**config.mk**
```make
export PLATFORM = sky130hd
export DESIGN_NAME = bias_supply_supervisor
export DESIGN_NICKNAME = d
export VERILOG_FILES = /design/src/rtl/bias_pkg.sv /design/src/rtl/msg_queue.sv /design/src/rtl/bias_supply_supervisor.sv
export VERILOG_INCLUDE_DIRS = /design/src /design/src/rtl
export SDC_FILE = /design/constraint.sdc
export NUM_CORES = 1
export LEC_CHECK = 0
export ABC_CLOCK_PERIOD_IN_PS = 3800
export BUFFER_PORTS_ARGS = -buffer_cell sky130_fd_sc_hd__buf_2
export CAP_MARGIN = 40
export CORE_ASPECT_RATIO = 0.9
export CORE_MARGIN = 4
export CORE_UTILIZATION = 60
export DETAILED_ROUTE_END_ITERATION = 8
export GPL_TIMING_DRIVEN = 0
export PLACE_DENSITY = 0.79
export SYNTH_ARGS = -nofsm -noshare
export SYNTH_HDL_FRONTEND = slang
export SYNTH_HIERARCHICAL = 1
export SYNTH_SLANG_ARGS = --single-unit
```
**constraint.sdc**
```tcl
create_clock -name clk_sys -period 3.8 [get_ports clk_sys]
set_input_delay 0.19 -clock clk_sys [delete_from_list [all_inputs] [get_ports clk_sys]]
set_output_delay 0.19 -clock clk_sys [all_outputs]
set_load 0.01 [all_outputs]
```
**src/rtl/bias_defs.svh**
```systemverilog
// Purpose: Constants of the bias supply supervisor: synchroniser bit map, timing, message codes.
// Assumes: A 100 MHz system clock.
// Notes: Definitions only; included by bare name.
`ifndef BIAS_DEFS_SVH
`define BIAS_DEFS_SVH

`define CLK_HZ 100000000
`define BAUD_RATE 9600
`define BAUD_CNT_W 14
`define FRAME_BITS 10
`define QUEUE_DEPTH 8
`define MSG_W 8

`define CMP_PUMP_START 0
`define CMP_BUCK_IN_UV 1
`define CMP_CFG_LOST 2
`define CMP_VDD_UV 3
`define CMP_VDD_OV20 4
`define CMP_VDD_OV32 5
`define CMP_OV_STOP 6
`define CMP_BUCK_OCP 7
`define CMP_BUCK_BELOW90 8
`define CMP_BUCK_AT94 9
`define CMP_BUCK_BELOW80 10
`define CMP_FB_EXT 11
`define CMP_OTP_TRIP 12
`define CMP_OTP_COOL 13
`define CMP_THERM_WARN 14
`define CMP_CE 15
`define CMP_ILIM 16
`define CMP_LINK 17
`define CMP_COUNT 18

`define MSG_ID_STATUS_REGISTER_ZERO 2'h1
`define MSG_ID_SECOND_STATUS_REGISTER 2'h2
`define CFG_LOST_RST 1'b1

`endif

```
**src/rtl/bias_pkg.sv**
```systemverilog
// Purpose: Types of the bias supply supervisor.
// Assumes: bias_defs.svh holds the numeric constants.
// Notes: States are one-hot.
package bias_pkg;
`include "bias_defs.svh"

   typedef enum logic [3:0] {
      PWR_SLEEP = 4'h1,
      PWR_STANDBY = 4'h2,
      PWR_RUN = 4'h4,
      PWR_SHUTDOWN = 4'h8
   } pwr_state_e;

   typedef enum logic [2:0] {
      TX_IDLE = 3'h1,
      TX_LOAD = 3'h2,
      TX_SHIFT = 3'h4
   } tx_state_e;

   typedef logic [`CMP_COUNT-1:0] cmp_vec_t;
endpackage

```
**src/rtl/msg_queue.sv**
```systemverilog
// Purpose: Small FIFO memory holding outgoing status message bytes.
// Assumes: Read data appear from a register one cycle after rd_en.
// Notes: Writes to a full queue and reads of an empty one are ignored.
`timescale 1ns/10ps
module msg_queue #(
   parameter int WIDTH = 8,
   parameter int DEPTH = 8
) (
   // Clock and reset.
   input wire logic clk_sys,
   input wire logic reset,
   // Write side.
   input wire logic wr_en,
   input wire logic [WIDTH-1:0] wr_data,
   output logic full,
   // Read side.
   input wire logic rd_en,
   output logic [WIDTH-1:0] rd_data,
   output logic empty
);
   localparam int PW = (DEPTH > 1) ? $clog2(DEPTH) : 1;

   typedef struct packed {
      logic [DEPTH-1:0][WIDTH-1:0] mem;
      logic [PW-1:0] wr_ptr;
      logic [PW-1:0] rd_ptr;
      logic [PW:0] count;
      logic [WIDTH-1:0] rdata;
   } queue_s;

   queue_s s_ff;
   queue_s nxt_s;
   logic do_wr;
   logic do_rd;

   function automatic logic [PW-1:0] step_ptr(input logic [PW-1:0] p);
      step_ptr = (p == PW'(DEPTH - 1)) ? '0 : PW'(p + 1'b1);
   endfunction

   assign full = (s_ff.count == (PW + 1)'(DEPTH));
   assign empty = (s_ff.count == '0);
   assign rd_data = s_ff.rdata;
   assign do_wr = wr_en && !full;
   assign do_rd = rd_en && !empty;

   always_comb begin
      nxt_s = s_ff;
      if (do_wr) begin
         nxt_s.mem[s_ff.wr_ptr] = wr_data;
         nxt_s.wr_ptr = step_ptr(s_ff.wr_ptr);
      end
      if (do_rd) begin
         nxt_s.rdata = s_ff.mem[s_ff.rd_ptr];
         nxt_s.rd_ptr = step_ptr(s_ff.rd_ptr);
      end
      if (do_wr && !do_rd) begin
         nxt_s.count = s_ff.count + 1'b1;
      end else if (do_rd && !do_wr) begin
         nxt_s.count = s_ff.count - 1'b1;
      end
   end

   always_ff @(posedge clk_sys or posedge reset) begin
      if (reset) begin
         s_ff <= '0;
      end else begin
         s_ff <= nxt_s;
      end
   end
endmodule // msg_queue

```
**src/rtl/bias_supply_supervisor.sv**
```systemverilog
// Purpose: Enable and supervisory logic of the bias generator with status reporting.
// Assumes: Comparator and pin inputs are asynchronous; sleep and clear requests are on clk_sys.
// Notes: Status bytes leave on the open-drain serial link as 8N1 frames.
`timescale 1ns/10ps
`include "bias_defs.svh"

// Contract
// - 12 V regulator is off whenever chip enable is inactive.
// - 5 V regulator is off in the sleep state.
// - In standby the 5 V regulator state depends on a build parameter.
// - Charge pump runs below the pump start threshold, else 12 V fed directly.
// - Buck overcurrent sets a warning flag and a status report; clears when gone.
// - Buck overcurrent never shuts the buck converter down.
// - Buck output under 90% sets a warning, cleared only at 94%.
// - Buck output under 80% sets lockout fault, reports it, pulls fault pin low.
// - Supply under 4.0 V disables buck, sets lockout fault, reports it.
// - Buck shuts down while supply is above the overvoltage stop threshold.
// - Buck stays off while the feedback pin is held by an external supply.
// - Config lost flag sets at power-up and when supply drops below 3.8 V.
// - Supply under 5.5 V or over 20 V stops motor drivers, bias stays, report; the code also turns the 12 V regulator off under 5.5 V.
// - Supply over 32 V turns every function off.
// - Over-temperature trip turns every function off.
// - After thermal shutdown resume only when cool and chip enable toggled.
// - Thermal warning set point sends a warning message to the host.
// - Messages use a half-duplex 9600 baud, 8 data bit, no parity link.
// - Fault output is held low while any fault is active.
module bias_supply_supervisor #(
   parameter int BIT_CYCLES = `CLK_HZ / `BAUD_RATE,
   parameter int QUEUE_DEPTH = `QUEUE_DEPTH,
   parameter bit STANDBY_5V_ON = 1'b1,
   parameter bit DRIVER_OV20_EN = 1'b1
) (
   // Clock and reset.
   input wire logic clk_sys,
   input wire logic reset,
   // Pins and comparator outputs.
   input wire logic chip_enable,
   input wire logic supply_below_pump_start,
   input wire logic supply_below_buck_input_uv,
   input wire logic supply_below_config_lost,
   input wire logic supply_below_driver_uv,
   input wire logic supply_above_driver_ov,
   input wire logic supply_above_system_ov,
   input wire logic supply_above_ov_stop,
   input wire logic buck_input_overcurrent,
   input wire logic buck_output_below_90,
   input wire logic buck_output_at_94,
   input wire logic buck_output_below_80,
   input wire logic buck_feedback_external,
   input wire logic temp_above_shutdown,
   input wire logic temp_below_hysteresis,
   input wire logic temp_above_warning,
   input wire logic motor_current_over_limit,
   // Control from the configuration logic.
   input wire logic sleep_request,
   input wire logic config_lost_clear,
   // Power rail enables and state.
   output logic ldo12_en,
   output logic ldo5_en,
   output logic buck_en,
   output logic pump_en,
   output logic motor_drv_en,
   output bias_pkg::pwr_state_e power_state,
   // Status flags.
   output logic buck_input_overcurrent_warning,
   output logic buck_output_undervoltage_warning,
   output logic buck_undervoltage_lockout_fault,
   output logic config_lost_warning,
   output logic thermal_warning,
   output logic supply_undervoltage_flag,
   output logic supply_overvoltage_flag,
   // Open-drain serial link.
   input wire logic host_serial_link_in,
   output logic host_serial_link_out,
   output logic host_serial_link_oe,
   // Open-drain fault output.
   output logic current_limit_fault_output_out,
   output logic current_limit_fault_output_oe
);
   import bias_pkg::*;

   localparam logic [`BAUD_CNT_W-1:0] BAUD_LAST = `BAUD_CNT_W'(BIT_CYCLES - 1);
   localparam logic [3:0] LAST_BIT = 4'(`FRAME_BITS - 1);

   typedef struct packed {
      cmp_vec_t sync1;
      cmp_vec_t sync2;
      pwr_state_e pwr;
      tx_state_e tx;
      logic otp_latch;
      logic cfg_lost;
      logic ocp_w;
      logic uv_w;
      logic uvlo_f;
      logic therm_w;
      logic vdd_uv;
      logic vdd_ov;
      logic [2:0] prev0;
      logic [3:0] prev1;
      logic pend0;
      logic pend1;
      logic [`BAUD_CNT_W-1:0] baud_cnt;
      logic [3:0] bit_idx;
      logic [`FRAME_BITS-1:0] shreg;
      logic drive_low;
      logic fault_low;
      logic ldo12;
      logic ldo5;
      logic buck;
      logic pump;
      logic motor;
   } state_s;

   state_s s_ff;
   state_s nxt_s;
   cmp_vec_t cmp_raw;
   logic q_wr;
   logic [`MSG_W-1:0] q_wdata;
   logic q_full;
   logic q_rd;
   logic [`MSG_W-1:0] q_rdata;
   logic q_empty;
   logic ce;
   logic ov32;
   logic otp_trip;
   logic buck_in_uv;
   logic all_off;
   logic drv_fault;
   logic buck_allowed;
   logic [2:0] status_register_zero;
   logic [3:0] second_status_register;

   assign cmp_raw[`CMP_PUMP_START] = supply_below_pump_start;
   assign cmp_raw[`CMP_BUCK_IN_UV] = supply_below_buck_input_uv;
   assign cmp_raw[`CMP_CFG_LOST] = supply_below_config_lost;
   assign cmp_raw[`CMP_VDD_UV] = supply_below_driver_uv;
   assign cmp_raw[`CMP_VDD_OV20] = supply_above_driver_ov;
   assign cmp_raw[`CMP_VDD_OV32] = supply_above_system_ov;
   assign cmp_raw[`CMP_OV_STOP] = supply_above_ov_stop;
   assign cmp_raw[`CMP_BUCK_OCP] = buck_input_overcurrent;
   assign cmp_raw[`CMP_BUCK_BELOW90] = buck_output_below_90;
   assign cmp_raw[`CMP_BUCK_AT94] = buck_output_at_94;
   assign cmp_raw[`CMP_BUCK_BELOW80] = buck_output_below_80;
   assign cmp_raw[`CMP_FB_EXT] = buck_feedback_external;
   assign cmp_raw[`CMP_OTP_TRIP] = temp_above_shutdown;
   assign cmp_raw[`CMP_OTP_COOL] = temp_below_hysteresis;
   assign cmp_raw[`CMP_THERM_WARN] = temp_above_warning;
   assign cmp_raw[`CMP_CE] = chip_enable;
   assign cmp_raw[`CMP_ILIM] = motor_current_over_limit;
   assign cmp_raw[`CMP_LINK] = host_serial_link_in;

   // Only the second synchroniser stage feeds the logic below.
   assign ce = s_ff.sync2[`CMP_CE];
   assign ov32 = s_ff.sync2[`CMP_VDD_OV32];
   assign otp_trip = s_ff.sync2[`CMP_OTP_TRIP];
   assign buck_in_uv = s_ff.sync2[`CMP_BUCK_IN_UV];
   assign all_off = s_ff.otp_latch || otp_trip || ov32;
   assign drv_fault = s_ff.sync2[`CMP_VDD_UV] || buck_in_uv || s_ff.sync2[`CMP_BUCK_BELOW80]
                      || (DRIVER_OV20_EN && s_ff.sync2[`CMP_VDD_OV20]);
   assign buck_allowed = !all_off && !(!ce && sleep_request) && !buck_in_uv
                         && !s_ff.sync2[`CMP_OV_STOP] && !s_ff.sync2[`CMP_FB_EXT];
   assign status_register_zero = {s_ff.ocp_w, s_ff.uv_w, s_ff.uvlo_f};
   assign second_status_register = {s_ff.therm_w, s_ff.vdd_uv, s_ff.vdd_ov, s_ff.cfg_lost};

   msg_queue #(
      .WIDTH(`MSG_W),
      .DEPTH(QUEUE_DEPTH)
   ) u_queue (
      .clk_sys(clk_sys),
      .reset(reset),
      .wr_en(q_wr),
      .wr_data(q_wdata),
      .full(q_full),
      .rd_en(q_rd),
      .rd_data(q_rdata),
      .empty(q_empty)
   );

   always_comb begin
      nxt_s = s_ff;
      q_wr = 1'b0;
      q_wdata = '0;
      q_rd = 1'b0;
      nxt_s.sync1 = cmp_raw;
      nxt_s.sync2 = s_ff.sync1;

      // The thermal latch clears only while chip enable is low and the die is cool.
      if (!ce && s_ff.sync2[`CMP_OTP_COOL]) begin
         nxt_s.otp_latch = 1'b0;
      end
      if (otp_trip) begin
         nxt_s.otp_latch = 1'b1;
      end
      if (config_lost_clear) begin
         nxt_s.cfg_lost = 1'b0;
      end
      if (s_ff.sync2[`CMP_CFG_LOST]) begin
         nxt_s.cfg_lost = 1'b1;
      end

      nxt_s.ocp_w = s_ff.sync2[`CMP_BUCK_OCP];
      if (s_ff.sync2[`CMP_BUCK_BELOW90]) begin
         nxt_s.uv_w = 1'b1;
      end else if (s_ff.sync2[`CMP_BUCK_AT94]) begin
         nxt_s.uv_w = 1'b0;
      end
      nxt_s.uvlo_f = s_ff.sync2[`CMP_BUCK_BELOW80] || buck_in_uv;
      nxt_s.therm_w = s_ff.sync2[`CMP_THERM_WARN];
      nxt_s.vdd_uv = s_ff.sync2[`CMP_VDD_UV];
      nxt_s.vdd_ov = (DRIVER_OV20_EN && s_ff.sync2[`CMP_VDD_OV20]) || ov32;

      if (all_off) begin
         nxt_s.pwr = PWR_SHUTDOWN;
      end else if (ce) begin
         nxt_s.pwr = PWR_RUN;
      end else if (sleep_request) begin
         nxt_s.pwr = PWR_SLEEP;
      end else begin
         nxt_s.pwr = PWR_STANDBY;
      end

      case (nxt_s.pwr)
         PWR_RUN: nxt_s.ldo5 = 1'b1;
         PWR_STANDBY: nxt_s.ldo5 = STANDBY_5V_ON;
         default: nxt_s.ldo5 = 1'b0;
      endcase
      nxt_s.buck = buck_allowed;
      nxt_s.ldo12 = (nxt_s.pwr == PWR_RUN) && !s_ff.sync2[`CMP_VDD_UV] && !buck_in_uv;
      nxt_s.pump = nxt_s.ldo12 && s_ff.sync2[`CMP_PUMP_START];
      nxt_s.motor = (nxt_s.pwr == PWR_RUN) && !drv_fault;
      nxt_s.fault_low = all_off || drv_fault || s_ff.sync2[`CMP_ILIM];

      // A push clears a pending report; a fresh change in the same cycle re-arms it.
      if (!q_full && s_ff.pend0) begin
         q_wr = 1'b1;
         q_wdata = {`MSG_ID_STATUS_REGISTER_ZERO, 3'h0, status_register_zero};
         nxt_s.pend0 = 1'b0;
      end else if (!q_full && s_ff.pend1) begin
         q_wr = 1'b1;
         q_wdata = {`MSG_ID_SECOND_STATUS_REGISTER, 2'h0, second_status_register};
         nxt_s.pend1 = 1'b0;
      end
      nxt_s.prev0 = status_register_zero;
      nxt_s.prev1 = second_status_register;
      if (status_register_zero != s_ff.prev0) begin
         nxt_s.pend0 = 1'b1;
      end
      if (second_status_register != s_ff.prev1) begin
         nxt_s.pend1 = 1'b1;
      end

      case (s_ff.tx)
         TX_IDLE: begin
            // Half duplex: wait until the line is released before talking.
            if (!q_empty && s_ff.sync2[`CMP_LINK]) begin
               q_rd = 1'b1;
               nxt_s.tx = TX_LOAD;
            end
         end
         TX_LOAD: begin
            nxt_s.shreg = {1'b1, q_rdata, 1'b0};
            nxt_s.baud_cnt = '0;
            nxt_s.bit_idx = '0;
            nxt_s.tx = TX_SHIFT;
         end
         TX_SHIFT: begin
            if (s_ff.baud_cnt == BAUD_LAST) begin
               nxt_s.baud_cnt = '0;
               nxt_s.shreg = {1'b1, s_ff.shreg[`FRAME_BITS-1:1]};
               if (s_ff.bit_idx == LAST_BIT) begin
                  nxt_s.tx = TX_IDLE;
               end else begin
                  nxt_s.bit_idx = s_ff.bit_idx + 1'b1;
               end
            end else begin
               nxt_s.baud_cnt = s_ff.baud_cnt + 1'b1;
            end
         end
         default: nxt_s.tx = TX_IDLE;
      endcase
      nxt_s.drive_low = (nxt_s.tx == TX_SHIFT) && !nxt_s.shreg[0];
   end

   always_ff @(posedge clk_sys or posedge reset) begin
      if (reset) begin
         s_ff <= '0;
         s_ff.cfg_lost <= `CFG_LOST_RST;
         s_ff.pwr <= PWR_STANDBY;
         // Reset parks the block in standby, so the 5 V rail follows the standby variant.
         s_ff.ldo5 <= STANDBY_5V_ON;
         s_ff.tx <= TX_IDLE;
      end else begin
         s_ff <= nxt_s;
      end
   end

   assign ldo12_en = s_ff.ldo12;
   assign ldo5_en = s_ff.ldo5;
   assign buck_en = s_ff.buck;
   assign pump_en = s_ff.pump;
   assign motor_drv_en = s_ff.motor;
   assign power_state = s_ff.pwr;
   assign buck_input_overcurrent_warning = s_ff.ocp_w;
   assign buck_output_undervoltage_warning = s_ff.uv_w;
   assign buck_undervoltage_lockout_fault = s_ff.uvlo_f;
   assign config_lost_warning = s_ff.cfg_lost;
   assign thermal_warning = s_ff.therm_w;
   assign supply_undervoltage_flag = s_ff.vdd_uv;
   assign supply_overvoltage_flag = s_ff.vdd_ov;
   assign host_serial_link_out = 1'b0;
   assign host_serial_link_oe = s_ff.drive_low;
   assign current_limit_fault_output_out = 1'b0;
   assign current_limit_fault_output_oe = s_ff.fault_low;
endmodule // bias_supply_supervisor

```
Word level (Yosys, flattened, before mapping)
Cells that the tools add are included.
W data, S select, Z words.
Cells by class
  reductions and logical operators: 53
  mux-type cells: 38
  magnitude comparators: 3
  equal/unequal tests: 16
  $add $sub $neg: 6
Operator list (number)
  $bwmux W64: 1
  $pmux W28 S2: 1
  $mux W8: 4
  $mux W14: 2
  $bmux W8 S3: 1
  $demux W8 S3: 1
  $logic_and A1 B1 Y1: 19
  $mux W3: 6
  $mux W1: 16
  $mux W4: 4
  $add A14 B1 Y14 const B: 1
  $eq A14 B14 Y1 const B: 1
  $reduce_bool A2 Y1: 7
  $logic_not A1 Y1: 13
  $eq A3 B3 Y1 const B: 4
  $logic_or A1 B1 Y1: 9
  $pmux W3 S3: 1
  $add A4 B1 Y4 const B: 2
  $eq A4 B4 Y1 const B: 2
  $lt A3 B4 Y1 const B: 2
  $add A3 B1 Y3 const B: 2
  $eq A4 B2 Y1 const B: 1
  $eq A4 B3 Y1 const B: 1
  $logic_not A4 Y1: 1
  other kinds (12): 14
Word-level totals
  output and inout port bits: 20
  register bits: 177

Logic depth before layout (Yosys ltp)
Gate-level depths: netlist of run 1.
  word-level depth: 10
  mapped depth: 12
  depth with buffers taken out: 11

Modules after synthesis
The synthesis of run 1 kept the hierarchy.
By module, submodules not included
  msg_queue: times used 1, sequential area each 2052.0 µm², cells an instance 286, area each 3928.8 µm²
  bias_supply_supervisor: times used 1, sequential area each 2382.3 µm², cells an instance 285, area each 3589.7 µm²

Least setup slack after synthesis of run 1
No wires, ideal clock.
  path type: reg2reg
  from: register u_queue/s_ff[8] (netlist bit)
  to: register u_queue/s_ff[11] (netlist bit)
  stages on the path, launching flop included: 13
  data arrival time: 2.824 ns
  buffers on the path: 1
  path slack: 0.850 ns
  data required time: 3.674 ns
  cells stage by stage: dfrtp_1 -> nor4_1 -> nand4bb_1 -> nor2_1 -> nand2b_1 -> clkbuf_1 -> ha_1 -> inv_1 -> ha_1 -> a21o_1 -> a2111oi_0 -> a31oi_1 -> a221o_1
Between the ends
  longest elaborated chain between the ends: 9
RTL lines
  from (decl): line msg_queue.sv:31  | queue_s s_ff;
  from (signal assigned): line msg_queue.sv:67  | s_ff <= nxt_s;
  $logic_not A4 Y1 *: line msg_queue.sv:41  | assign empty = (s_ff.count == '0);
  named net q_empty: line bias_supply_supervisor.sv:122  | logic q_empty;
  $logic_not A1 Y1 *: line bias_supply_supervisor.sv:255  | if (!q_empty && s_ff.sync2[`CMP_LINK]) begin
  $logic_and A1 B1 Y1 *: line bias_supply_supervisor.sv:255
  $mux W1 *: line bias_supply_supervisor.sv:255
  $mux W1 *: line bias_supply_supervisor.sv:252  | case (s_ff.tx)
  named net q_rd: line bias_supply_supervisor.sv:120  | logic q_rd;
  $logic_and A1 B1 Y1 *: line msg_queue.sv:44  | assign do_rd = rd_en && !empty;
  $logic_not A1 Y1: line msg_queue.sv:56  | if (do_wr && !do_rd) begin
  $logic_and A1 B1 Y1: line msg_queue.sv:56
  $mux W4 / $reduce_bool A2 Y1 (equally long branches)
Mark *: on every way through the listed nets, which the timed path passes. The rest lies on a longest branch. The select of a mux whose other input is x is not followed.
A chain may end at the register's enable or synchronous reset.

Worst setup path after layout of run 1
  from: register u_queue/s_ff[8] (netlist bit)
  to: register u_queue/s_ff[11] (netlist bit)
Between the ends
  longest elaborated chain between the ends: 9
RTL lines
  $eq A4 B4 Y1 *: line msg_queue.sv:40  | assign full = (s_ff.count == (PW + 1)'(DEPTH));
  named net q_full: line bias_supply_supervisor.sv:119  | logic q_full;
  $logic_not A1 Y1 *: line bias_supply_supervisor.sv:234, bias_supply_supervisor.sv:238
  $logic_and A1 B1 Y1: line bias_supply_supervisor.sv:238  | end else if (!q_full && s_ff.pend1) begin
  $mux W1: line bias_supply_supervisor.sv:238
  $mux W1 *: line bias_supply_supervisor.sv:234  | if (!q_full && s_ff.pend0) begin
  named net q_wr: line bias_supply_supervisor.sv:117  | logic q_wr;
  $logic_and A1 B1 Y1 *: line msg_queue.sv:43  | assign do_wr = wr_en && !full;
  named net u_queue.do_wr: line msg_queue.sv:33  | logic do_wr;
  $logic_not A1 Y1: line msg_queue.sv:58  | end else if (do_rd && !do_wr) begin
  $logic_and A1 B1 Y1: line msg_queue.sv:58
  $reduce_bool A2 Y1 (no line)
Marks and branches as above.

==> summary.txt, run 1 <==
Outcome
  – Outcome: complete, no violations

Global routing
  – Vias in the first global route: 5,313
  – Global-route usage over all layers: 0.2407
  – Largest net degree at the start of global routing: 71
  – First-pass GRT wire length: roughly 27 mm
  – Initial antenna violation count: 0
  – Total grt overflow: 0

Setup path
  – WP data arrival: around 3.8 ns
  – Critical path launch point type: register
  – Most frequent CP cell: ha_1
  – Worst endpoint required time: slightly above 4 ns
  – CP Max Fanout: 9
  – Worst Path Buf+Inv: 2
  – R2R setup slack: 0.35 ns
  – Crit-path cells: nor4b_2 -> nor2_1 -> nand2b_4 -> inv_2 -> ha_1 -> inv_1 -> ha_1 -> a21o_1 -> a2111oi_1 -> a31oi_1 -> a221o_1
  – CP max-delay cell: nor4b_2
  – Max incr delay on CP: 0.58 ns
  – Worst Setup End Kind: register
  – CP delay by family, top: compound AO/OA/AOI/OAI gates
  – Crit Path Category: register to register

Power and ir drop
  – Power Dens Cells: between 700 and 800 nW/um2
  – Peak VDD IR: between 0.6 and 0.7 mV
  – Leak: between 3 and 4 nW

Logic synthesis
  – Synth area leader: dfrtp_1
  – Primary FF master, synth: dfrtp_1
  – EDFF count, synth: 0
  – Syn_area_per_cell: ~13 um2
  – Synth area leaders: dfrtp_1 58%, mux2_2 11%, a221o_1 2.3%
  – Seq cells post-synth: about 180
  – Asr flop ratio synth: 1.000
  – Sequential share of the synthesized area: 0.5898
  – Post-Syn Area: about 7500 um2
  – Cell count after synthesis: approximately 570
  – Synth top area share: 0.5758
  – Yosys warning count: 6
  – Unique masters post-synth: 67

Clocking
  – # H-tree levels: 4
  – CTS Root Buffer Type: clkbuf_16
  – Clock-pin slew reported for the worst setup and hold paths after clock tree synthesis: around 0.070 ns
  – Total CTS buffers: 17
  – CTS tree: done
  – Skew-Pair Late Insertion Delay: roughly 0.42 ns
  – Clock sink total: approximately 180
  – CTS max path bufs: 2
  – Post-CTS Repair Setup Buffers: 0

Timing
  – Final setup viols: 0
  – Setup tns final: 0 ns
  – Final period utilization: 0.9092
  – Final Max Slew Viols: 0
  – Worst-Margin Slew: between 0.9 and 1 ns
  – Hold slack: 0.06108 ns
  – Highest Clock Rate: approximately 290 MHz
  – Layout Skew: between 0.009 and 0.01 ns
  – Final Hold Fails: 0
  – Fin crit period: between 3 and 4 ns
  – Unrepaired setup endpoints after global routing: no
  – Worst slew margin: 0.3911

Die
  – IO Count: 42
  – Die area: roughly 14,000 um2
  – Die Width: around 130 um
  – Die H: ~110 um
  – Rows: 38
  – Core ar.: between 10,000 and 15,000 um2
  – Initial Utilization: 0.6177

Detailed routing
  – Initial DRC Count: approximately 390
  – DR vias: between 4k and 5k
  – DRT antenna net count: 0
  – DR WL/cell: 19.04 um
  – Drt total wl: 16.05 mm
  – Vias per std cell: around 6
  – DRT Pass-1 Iters: 5
  – DR DRC count: 0

Layout
  – NumNets Final: 703
  – Layout cells sized above 1: 0.3001
  – Fill count: 779
  – Commonest non-fill, non-tap cell in the layout: dfrtp_1
  – Layout overhead on the synthesized area: 17.22%
  – Diodes inserted: 0
  – Most frequent cells in the layout: 173 x dfrtp_1, 76 x mux2_2, 45 x buf_2, 30 x nand2_1, 20 x dlygate4sd3_1

Place
  – PortBufs: 39
  – Gpl congestion: 0.8697
  – DP Wirelength: approximately 10 mm

Min path
  – HP Class: primary input to register

Job
  – Max-capacitance violation count: 0
-- final timing paths --
kind / depth (start not counted) / to / from
worst max-delay path: 11 / u_queue/s_ff[11] / u_queue/s_ff[8]
worst min-delay path: 3 / config_lost_warning / config_lost_clear
worst max register to register: 11 / u_queue/s_ff[11] / u_queue/s_ff[8]
worst min register to register: 0 / buck_input_overcurrent_warning / nxt_s[49]
max in group asynchronous: 4 / config_lost_warning / reset
min in group asynchronous: 3 / u_queue/s_ff[9] / reset
-- cell families (layout without fill, tap and decap cells) --
logic type,count (synthesis),in the layout,synth area share
AOI/OAI and AO/OA,89,89,0.08504
xor gates and xnor gates,10,10,0.01165
adders and majority gates,11,11,0.01930
buffers and inverters,48,143,0.03378
DFF,177,177,0.5898
muxes,100,100,0.1511
other,1,18,0.0004988
and+or+nand+nor,135,135,0.1088
-- flip-flops by register name, indices dropped and copies added, names as in the netlist, 4 cells and up --
signal	cells
nxt_s	21
u_queue/rd_data	8
power_state	4
s_ff	52
u_queue/s_ff	74
-- per-stage QoR --
stage / power, mW / instances / worst slack, ns / util / cell area, um2
after floorplan: 4.458 / 588 / 0.8500 / - / 7582
after global placement: 4.868 / 787 / 0.3626 / 0.6554 / 7978
after detailed placement: 5.060 / 790 / 0.2252 / 0.6610 / 8045
after CTS: 6.746 / 842 / 0.1735 / 0.7235 / 8806
after global routing: 7.152 / 843 / 0.1536 / 0.7241 / 8813
final: 6.743 / 843 / 0.3452 / 0.7241 / 8813
-- worst reg2reg max path, stage by stage, from the launching register on --
cell and delay, ns:
dfrtp_1 0.47, nor4b_2 0.59, nor2_1 0.19, nand2b_4 0.17, inv_2 0.14, ha_1 0.27, inv_1 0.16, ha_1 0.27
a21o_1 0.22, a2111oi_1 0.47, a31oi_1 0.08, a221o_1 0.33
-- synth_stat cells (all sizes together), types with 5 or more instances --
| master | instances |
|---|---|
| a21o | 7 |
| a21oi | 7 |
| a221o | 17 |
| a31oi | 11 |
| and3 | 10 |
| buf | 26 |
| clkbuf | 11 |
| dfrtp | 173 |
| ha | 10 |
| inv | 11 |
| mux2 | 84 |
| mux2i | 16 |
| nand2 | 30 |
| nand2b | 9 |
| nand3 | 12 |
| nand4 | 5 |
| nor2 | 16 |
| nor3 | 7 |
| nor4 | 9 |
| o21ai | 17 |
| o22ai | 9 |
| or4 | 6 |
| xor2 | 6 |
-- cell type report --
| cell class | instances | area, um2 | area share |
|---|---|---|---|
| sequential | 177 | 4434 | 0.5031 |
| buffer | 37 | 214.0 | 0.02428 |
| timing repair buffer | 63 | 462.9 | 0.05253 |
| clock buffer | 19 | 442.9 | 0.05026 |
| inverter | 11 | 46.29 | 0.005253 |
| tap | 160 | 200.2 | 0.02271 |
| multi-input combinational | 363 | 2895 | 0.3285 |
| clock inverter | 13 | 117.6 | 0.01334 |
-- layer usage --
metal	vias to the layer above	track usage	wire [um]
met4	0	0.07434	226
li1	2264	-	-
met2	122	0.4144	8341
met1	2550	0.3028	6839
met3	20	0.06203	643
met5	-	0	0
-- where the power goes --
part	total, mW	switching, mW	internal, mW	leakage, nW
registers	2.75	0.330	2.42	2.13
logic	2.34	1.16	1.19	1.59
clock network	1.65	0.773	0.881	0.273
-- repair_timing --
action,in CTS,in global routing
hold endpoints to repair,65,0
gates resized for setup,0,3
endpoints found under the setup margin,0,1
hold buffers,20,0
Power figures use the tool's default switching activity.
==> run 2, diff against run 1 <==
--- a/config.mk
+++ b/config.mk
@@ -12,9 +12,11 @@
 export CORE_ASPECT_RATIO = 0.9
 export CORE_MARGIN = 4
 export CORE_UTILIZATION = 60
+export CTS_CLUSTER_DIAMETER = 100
 export DETAILED_ROUTE_END_ITERATION = 8
 export GPL_TIMING_DRIVEN = 0
 export PLACE_DENSITY = 0.79
+export REMOVE_ABC_BUFFERS = 1
 export SYNTH_ARGS = -nofsm -noshare
 export SYNTH_HDL_FRONTEND = slang
 export SYNTH_HIERARCHICAL = 1
==> run 2 against run 1 <==
Wire length is 8.0% lower. Via count is 4.8% lower. Cell count is 4.3% lower. Sequential share of layout area is 0.81 points higher. Clock skew is 0.00076 ns lower. Die area stayed put. Hold slack worse by 0.033 ns. Register-to-register slack better by 0.05 ns. Critical path type unchanged. Critical endpoint unchanged. Largest cell class unchanged.
==> summary.txt, run 2 (synthesis results as in run 1) <==
Power and ir drop
  – Pwr Total: 6.712 mW (-0.46%)
  – Peak VDD IR: 0.6244 mV (-1.6%)
  – Leak: 3.906 nW (-2.3%)
  – Power Dens Cells: 773.5 nW/um2 (+1.1%)

Timing
  – Final period utilization: 0.8968 (-0.01239)
  – Fin crit period: 3.408 ns (-0.04706 ns)
  – Final setup viols: 0 (unchanged)
  – Layout Skew: 0.008984 ns (-0.0007609 ns)
  – Worst-Margin Slew: 0.8249 ns (-0.08655 ns)
  – Final Hold Fails: 0 (unchanged)
  – Highest Clock Rate: 293.5 MHz (+1.4%)
  – Unrepaired setup endpoints after global routing: no
  – Worst slew margin: 0.4490 (+0.05782)
  – Final Worst Setup Slack: 0.3923 ns (+0.04706 ns)
  – Hold slack: 0.02783 ns (-0.03326 ns)
  – Final Max Slew Viols: 0 (unchanged)
  – Setup tns final: 0 ns (unchanged)

Place
  – DP Wirelength: 9.578 mm (-5.6%)
  – PortBufs: 39 (unchanged)
  – Pre-CTS setup slack: 0.2986 ns (+0.07340 ns)
  – Gpl congestion: 0.8591 (-1.2%)

Layout
  – Fill count: 833 (+6.9%)
  – Most frequent cells in the layout: 172 x dfrtp_1, 76 x mux2_2, 39 x buf_2, 30 x nand2_1, 20 x dlygate4sd3_1
  – Layout cells sized above 1: 0.2875 (-0.01267)
  – Area taken by multi-input logic gates: 2897 um2 (about the same)
  – NumNets Final: 667 (-5.1%)
  – Register area: 4436 um2 (about the same)
  – Layout overhead on the synthesized area: 15.41%
  – Flip-flop count of the largest register after layout: 74 (unchanged)
  – Diodes inserted: 0 (unchanged)
  – Commonest non-fill, non-tap cell in the layout: dfrtp_1
  – Register bank with the most flops: u_queue/s_ff

Clocking
  – CTS Root Buffer Type: clkbuf_16
  – Total CTS buffers: 17 (unchanged)
  – Clock-pin slew reported for the worst setup and hold paths after clock tree synthesis: 0.07 ns (about the same)
  – CTS max path bufs: 2 (unchanged)
  – Post-CTS Repair Setup Buffers: 0 (unchanged)
  – Skew-Pair Late Insertion Delay: 0.43 ns (about the same)
  – CTS tree: done
  – Clock sink total: 177 (unchanged)
  – # H-tree levels: 4 (unchanged)

Die
  – Die Width: 126.0 um (unchanged)
  – Die H: 114.2 um (unchanged)
  – Die area: 14,390 um2 (unchanged)
  – Rows: 38 (unchanged)
  – Core ar.: 12,170 um2 (unchanged)
  – IO Count: 42 (unchanged)
  – Initial Utilization: 0.6177 (unchanged)

Global routing
  – Met2 Track Usage GR: 0.3807 (-0.03368)
  – GRT met3 Usage: 0.05970 (-0.002332)
  – Met1 GRT Util: 0.2734 (-0.02947)
  – GR peak layer: met2
  – Total grt overflow: 0 (unchanged)
  – Largest net degree at the start of global routing: 63 (-11%)
  – Vias in the first global route: 5,148 (-3.1%)
  – Initial antenna violation count: 0 (unchanged)
  – Global-route usage over all layers: 0.2218 (-0.01896)
  – First-pass GRT wire length: 25.23 mm (-6.3%)

Detailed routing
  – Initial DRC Count: 437 (+11%)
  – DR vias: 4,716 (-4.8%)
  – DRT antenna net count: 0 (unchanged)
  – DR DRC count: 0 (unchanged)
  – DRT Pass-1 Iters: 7 (+2)
  – Vias per std cell: 5.844 (-0.60%)
  – DR WL/cell: 18.29 um (-3.9%)
  – Drt total wl: 14.76 mm (-8.0%)

Setup path
  – Critical path launch point type: register
  – RR Startpoint: u_queue/s_ff[8]
  – Worst R2R End: u_queue/s_ff[11]
  – R2R setup slack: 0.39 ns (+0.05 ns)
  – CP Max Fanout: 9 (unchanged)
  – Worst Setup End Kind: register
  – Crit Path Category: register to register
  – Worst r2r path cells: 11 (unchanged)
  – WP data arrival: 3.72 ns (-0.04 ns)
  – Worst endpoint required time: 4.11 ns (about the same)

Job
  – Max-capacitance violation count: 0 (unchanged)

Min path
  – WHS Endpoint: config_lost_warning
  – Worst Hold Launch: config_lost_clear
  – Hold depth: 3 (unchanged)
  – HP Class: primary input to register

Outcome
  – Outcome: complete, no violations
## run 2: cell count changes in the layout (fill, tap and decap cells not counted), sizes merged
cell	delta
inv	-1
clkbuf	-13
bufinv	+1
clkinvlp	-1
buf	-25
clkinv	+3
## run 2: layout make-up
cell class,count,area share
inverters,11,0.005335
clock buffers,17,0.04903
flip-flops and latches,177,0.5112
repair buffers,64,0.05508
well taps,160,0.02307
multi-input cells,363,0.3338
clock inverters,15,0.02249
## run 2: repair_timing
item                                    4_1_cts  5_1_grt
hold buffers                                 20        0
endpoints found under the setup margin        0        1
gates resized for setup                       0        1
endpoints found under the hold margin        91        0
## run 2: where the power goes
part | switching (mW) | internal (mW) | total [mW]
Clock | 0.819 | 0.952 | 1.77
Combinational | 1.02 | 1.10 | 2.12
Sequential | 0.406 | 2.42 | 2.82
## run 2: through the flow
stage                     cells  area [um2]    util
final                       807        8677  0.7129
after floorplan             551        7370       -
after detailed placement    755        7854  0.6453
after global placement      750        7765  0.6380
after global routing        807        8677  0.7129
after CTS                   807        8675  0.7127
## run 2: how the worst max path moves through the flow
stage | start | to | slack, ns | cells past startpoint
final | u_queue/s_ff[8] | u_queue/s_ff[11] | 0.39 | 11
after global placement | reset | nxt_s[73] | 0.32 | 2
after global routing | u_queue/s_ff[8] | u_queue/s_ff[11] | 0.18 | 11
after detailed placement | u_queue/s_ff[8] | u_queue/s_ff[11] | 0.30 | 11
after CTS | u_queue/s_ff[8] | u_queue/s_ff[11] | 0.28 | 11
after floorplan | u_queue/s_ff[8] | u_queue/s_ff[11] | 0.81 | 11
## run 2: per-layer routing
metal | part of all wire | wire length [um]
met1 | 0.43 | 6360
met2 | 0.52 | 7655
met3 | 0.037 | 539
met4 | 0.014 | 208
met5 | 0 | 0
## run 2: critical path, stage by stage (launching register included)
cell       delay [ns]
dfrtp_1          0.47
nor4b_2          0.64
nor2_1           0.19
nand2b_4         0.15
inv_2            0.12
ha_1             0.25
inv_1            0.16
ha_1             0.27
a21o_1           0.21
a2111oi_0        0.44
a31oi_1          0.07
a221o_1          0.32
==> run 3, diff against run 2 <==
--- a/config.mk
+++ b/config.mk
@@ -6,7 +6,7 @@
 export SDC_FILE = /design/constraint.sdc
 export NUM_CORES = 1
 export LEC_CHECK = 0
-export ABC_CLOCK_PERIOD_IN_PS = 3800
+export ABC_CLOCK_PERIOD_IN_PS = 3950
 export BUFFER_PORTS_ARGS = -buffer_cell sky130_fd_sc_hd__buf_2
 export CAP_MARGIN = 40
 export CORE_ASPECT_RATIO = 0.9
@@ -19,5 +19,4 @@
 export REMOVE_ABC_BUFFERS = 1
 export SYNTH_ARGS = -nofsm -noshare
 export SYNTH_HDL_FRONTEND = slang
-export SYNTH_HIERARCHICAL = 1
 export SYNTH_SLANG_ARGS = --single-unit
==> constraint.sdc (replaced) <==
create_clock -name clk_sys -period 3.95 [get_ports clk_sys]
set_input_delay 0.1975 -clock clk_sys [delete_from_list [all_inputs] [get_ports clk_sys]]
set_output_delay 0.1975 -clock clk_sys [all_outputs]
set_load 0.01 [all_outputs]
==> run 3 against run 2 <==
Fmax up 21%. Largest power group unchanged. Synthesized area down 11%. Via count down 14%. Critical path type unchanged. Clock skew about the same. Critical endpoint is now u_queue.s_ff[11]. Largest cell class unchanged. Core utilization up 0.20 points. Clock power down 11%. Hold slack better by 0.025 ns.
==> summary.txt, run 3 <==
Outcome
  – Outcome: complete, no violations

Timing
  – Fin crit period: 2.807 ns (-0.6010 ns)
  – Final setup viols: 0 (unchanged)
  – Hold slack: 0.05310 ns (+0.02527 ns)
  – Final period utilization: 0.7106 (-0.1862)
  – Layout Skew: 0.009290 ns (+0.0003066 ns)
  – Unrepaired setup endpoints after global routing: no
  – Worst slew margin: 0.5049 (+0.05599)
  – Highest Clock Rate: 356.3 MHz (+21%)
  – Final Hold Fails: 0 (unchanged)
  – Worst-Margin Slew: 0.7399 ns (-0.08502 ns)
  – Final Max Slew Viols: 0 (unchanged)

Global routing
  – Vias in the first global route: 4,212 (-18%)
  – Total grt overflow: 0 (unchanged)
  – Global-route usage over all layers: 0.2139 (-0.007836)
  – First-pass GRT wire length: 21.16 mm (-16%)
  – Largest net degree at the start of global routing: 98 (+56%)
  – Initial antenna violation count: 0 (unchanged)

Power and ir drop
  – Reg power frac: 0.431 (+0.011)
  – Clock share of power: 0.286 (+0.022)
  – Power Dens Cells: 714.5 nW/um2 (-7.6%)
  – Net Sw Power: 1.732 mW (-23%)
  – Peak VDD IR: 0.5029 mV (-19%)
  – Sw Share: 0.3123 (-0.02165)
  – Leak: 3.375 nW (-14%)
  – Comb power frac: 0.284 (-0.032)
  – Cell Int Power: 3.812 mW (-15%)

Place
  – DP Wirelength: 7.646 mm (-20%)
  – Gpl congestion: 0.7684 (-11%)
  – Area after DPL: 6985 um2 (-11%)
  – Inst Count DP: 654 (-13%)
  – PortBufs: 39 (unchanged)

Layout
  – Flip-flop count of the largest register after layout: 58 (-22%)
  – Post-Layout Cell Count: 706 (-13%)
  – Diodes inserted: 0 (unchanged)
  – Commonest non-fill, non-tap cell in the layout: dfrtp_1
  – Layout cells sized above 1: 0.2906 (+0.003133)
  – Most frequent cells in the layout: 155 x dfrtp_1, 49 x mux2_2, 39 x buf_2, 21 x nor2_1, 20 x dlygate4sd3_1
  – Post-Route Utilization: 0.7148 (+0.001955)
  – Final instance area: 7760 um2 (-11%)
  – NumNets Final: 574 (-14%)
  – Register bank with the most flops: u_queue.s_ff
  – Layout overhead on the synthesized area: 16.49%

Die
  – Initial Utilization: 0.6136 (-0.004055)
  – Die Width: 119.1 um (-5.5%)
  – Die H: 108.0 um (-5.5%)
  – IO Count: 42 (unchanged)
  – Core ar.: 10,860 um2 (-11%)
  – Die area: 12,850 um2 (-11%)
  – Rows: 36 (-5.3%)

Detailed routing
  – Initial DRC Count: 259 (-41%)
  – Drt total wl: 12.52 mm (-15%)
  – DR DRC count: 0 (unchanged)
  – DRT Pass-1 Iters: 4 (-3)
  – DRT antenna net count: 0 (unchanged)
  – Vias per std cell: 5.717 (-2.2%)
  – DR vias: 4,036 (-14%)
  – DR WL/cell: 17.73 um (-3.1%)

Setup path
  – Crit path from: s_ff[52]
  – Worst r2r path cells: 10 (-1)
  – RR Startpoint: s_ff[52]
  – Worst Setup End Kind: register
  – WP data arrival: 3.15 ns (-0.57 ns)
  – Worst endpoint required time: 4.29 ns (+0.18 ns)
  – Critical path launch point type: register
  – Worst R2R End: u_queue.s_ff[11]
  – CP Max Fanout: 7 (-2)
  – R2R setup slack: 1.14 ns (+0.75 ns)
  – CP endpoint: u_queue.s_ff[11]
  – Crit Path Category: register to register

Clocking
  – CTS tree: done
  – CTS Root Buffer Type: clkbuf_16
  – Clock sink total: 159 (-10%)
  – Post-CTS Repair Setup Buffers: 0 (unchanged)
  – Resized Gates After CTS: 0 (unchanged)
  – # H-tree levels: 4 (unchanged)
  – Skew-Pair Late Insertion Delay: 0.42 ns (about the same)
  – Clock-pin slew reported for the worst setup and hold paths after clock tree synthesis: 0.06 ns (about the same)
  – Total CTS buffers: 17 (unchanged)
  – CTS max path bufs: 2 (unchanged)
  – Number of buffers inserted by hold repair at cts: 20 (unchanged)

Logic synthesis
  – Asr flop ratio synth: 1.000 (unchanged)
  – EDFF count, synth: 0 (unchanged)
  – Sequential share of the synthesized area: 0.5980 (+0.008265)
  – Synth area leader: dfrtp_1
  – Yosys warning count: 0 (-6)
  – Most frequent cell after synthesis: dfrtp_1
  – Synth top cells by count: 155 x dfrtp_1, 49 x mux2_2, 21 x nor2_1
  – Synth top area share: 0.5823 (+0.006466)
  – Primary FF master, synth: dfrtp_1
  – Post-Syn Area: 6661 um2 (-11%)
  – Cell count after synthesis: 486 (-15%)
  – Seq cells post-synth: 159 (-10%)
  – Synth area leaders: dfrtp_1 58%, mux2_2 8.3%, mux4_2 4.1%
  – Unique masters post-synth: 61 (-9.0%)
  – Syn_area_per_cell: 13.71 um2 (+4.1%)

Min path
  – HP Class: primary input to register

Job
  – Max-capacitance violation count: 0 (unchanged)
run 3: how the worst min path moves through the flow:
stage	from	to	slack, ns	cells after the start
finish	config_lost_clear	config_lost_warning	0.05	3
global route	config_lost_clear	config_lost_warning	0.05	3
CTS	config_lost_clear	config_lost_warning	0.04	3
detailed placement	reset	u_queue.s_ff[15]	0.31	2
global placement	supply_above_driver_ov	nxt_s[63]	0.30	1
floorplan	supply_below_pump_start	nxt_s[59]	0.23	0
run 3: cell families (layout without fill, tap and decap cells):
group	after synthesis	in the layout	synth area share
AND/OR/NAND/NOR	122	122	0.1247
adder cells (fa/ha/maj)	11	11	0.02179
multiplexers	69	69	0.1354
XOR/XNOR	14	14	0.01841
buffers and inverters	42	109	0.03193
flip-flops	159	159	0.5980
AO/OA/AOI/OAI	68	68	0.06912
other	1	2	0.0005629
run 3: cell type report:
class                   instances  area, um2
multi-input cells             286       2477
fillers                       694       3095
inverters                      13      53.80
well taps                     152      190.2
clock buffers                  17      425.4
repair buffers                 64      480.5
clock inverters                15      148.9
flip-flops and latches        159       3984
run 3: per-layer routing:
metal	track usage	vias to the layer above	share of wire
met2	0.3570	99	0.51
met4	0.09098	0	0.022
met1	0.2646	2040	0.43
met5	0	-	0
met3	0.06119	24	0.040
li1	-	1873	-
run 3: critical path: stages, from the launching register on:
cell and delay [ns]:
dfstp_2 0.59, nand2_1 0.08, nor4_2 0.57, inv_1 0.13
ha_1 0.25, inv_1 0.13, ha_1 0.25, a21o_1 0.17
a21oi_1 0.19, mux2i_1 0.24, xnor2_1 0.13
run 3: through the flow:
stage / setup TNS (ns) / power, mW / setup slack (ns)
after floorplan: -82.53 / 3.530 / -0.5324
after global placement: -295.98 / 3.784 / -1.908
after detailed placement: 0 / 3.969 / 1.134
after CTS: 0 / 5.582 / 1.116
after global routing: 0 / 5.880 / 0.9278
final: 0 / 5.544 / 1.143
run 3: power by group through the flow:
| stage | combinational [mW] | sequential [mW] | clock (mW) |
|---|---|---|---|
| 4_1_cts | 1.60 | 2.39 | 1.60 |
| 2_1_floorplan | 1.20 | 2.33 | 0 |
| 6_report | 1.57 | 2.39 | 1.58 |
| 3_5_place_dp | 1.56 | 2.41 | 0 |
| 5_1_grt | 1.74 | 2.44 | 1.70 |
| 3_3_place_gp | 1.38 | 2.40 | 0 |
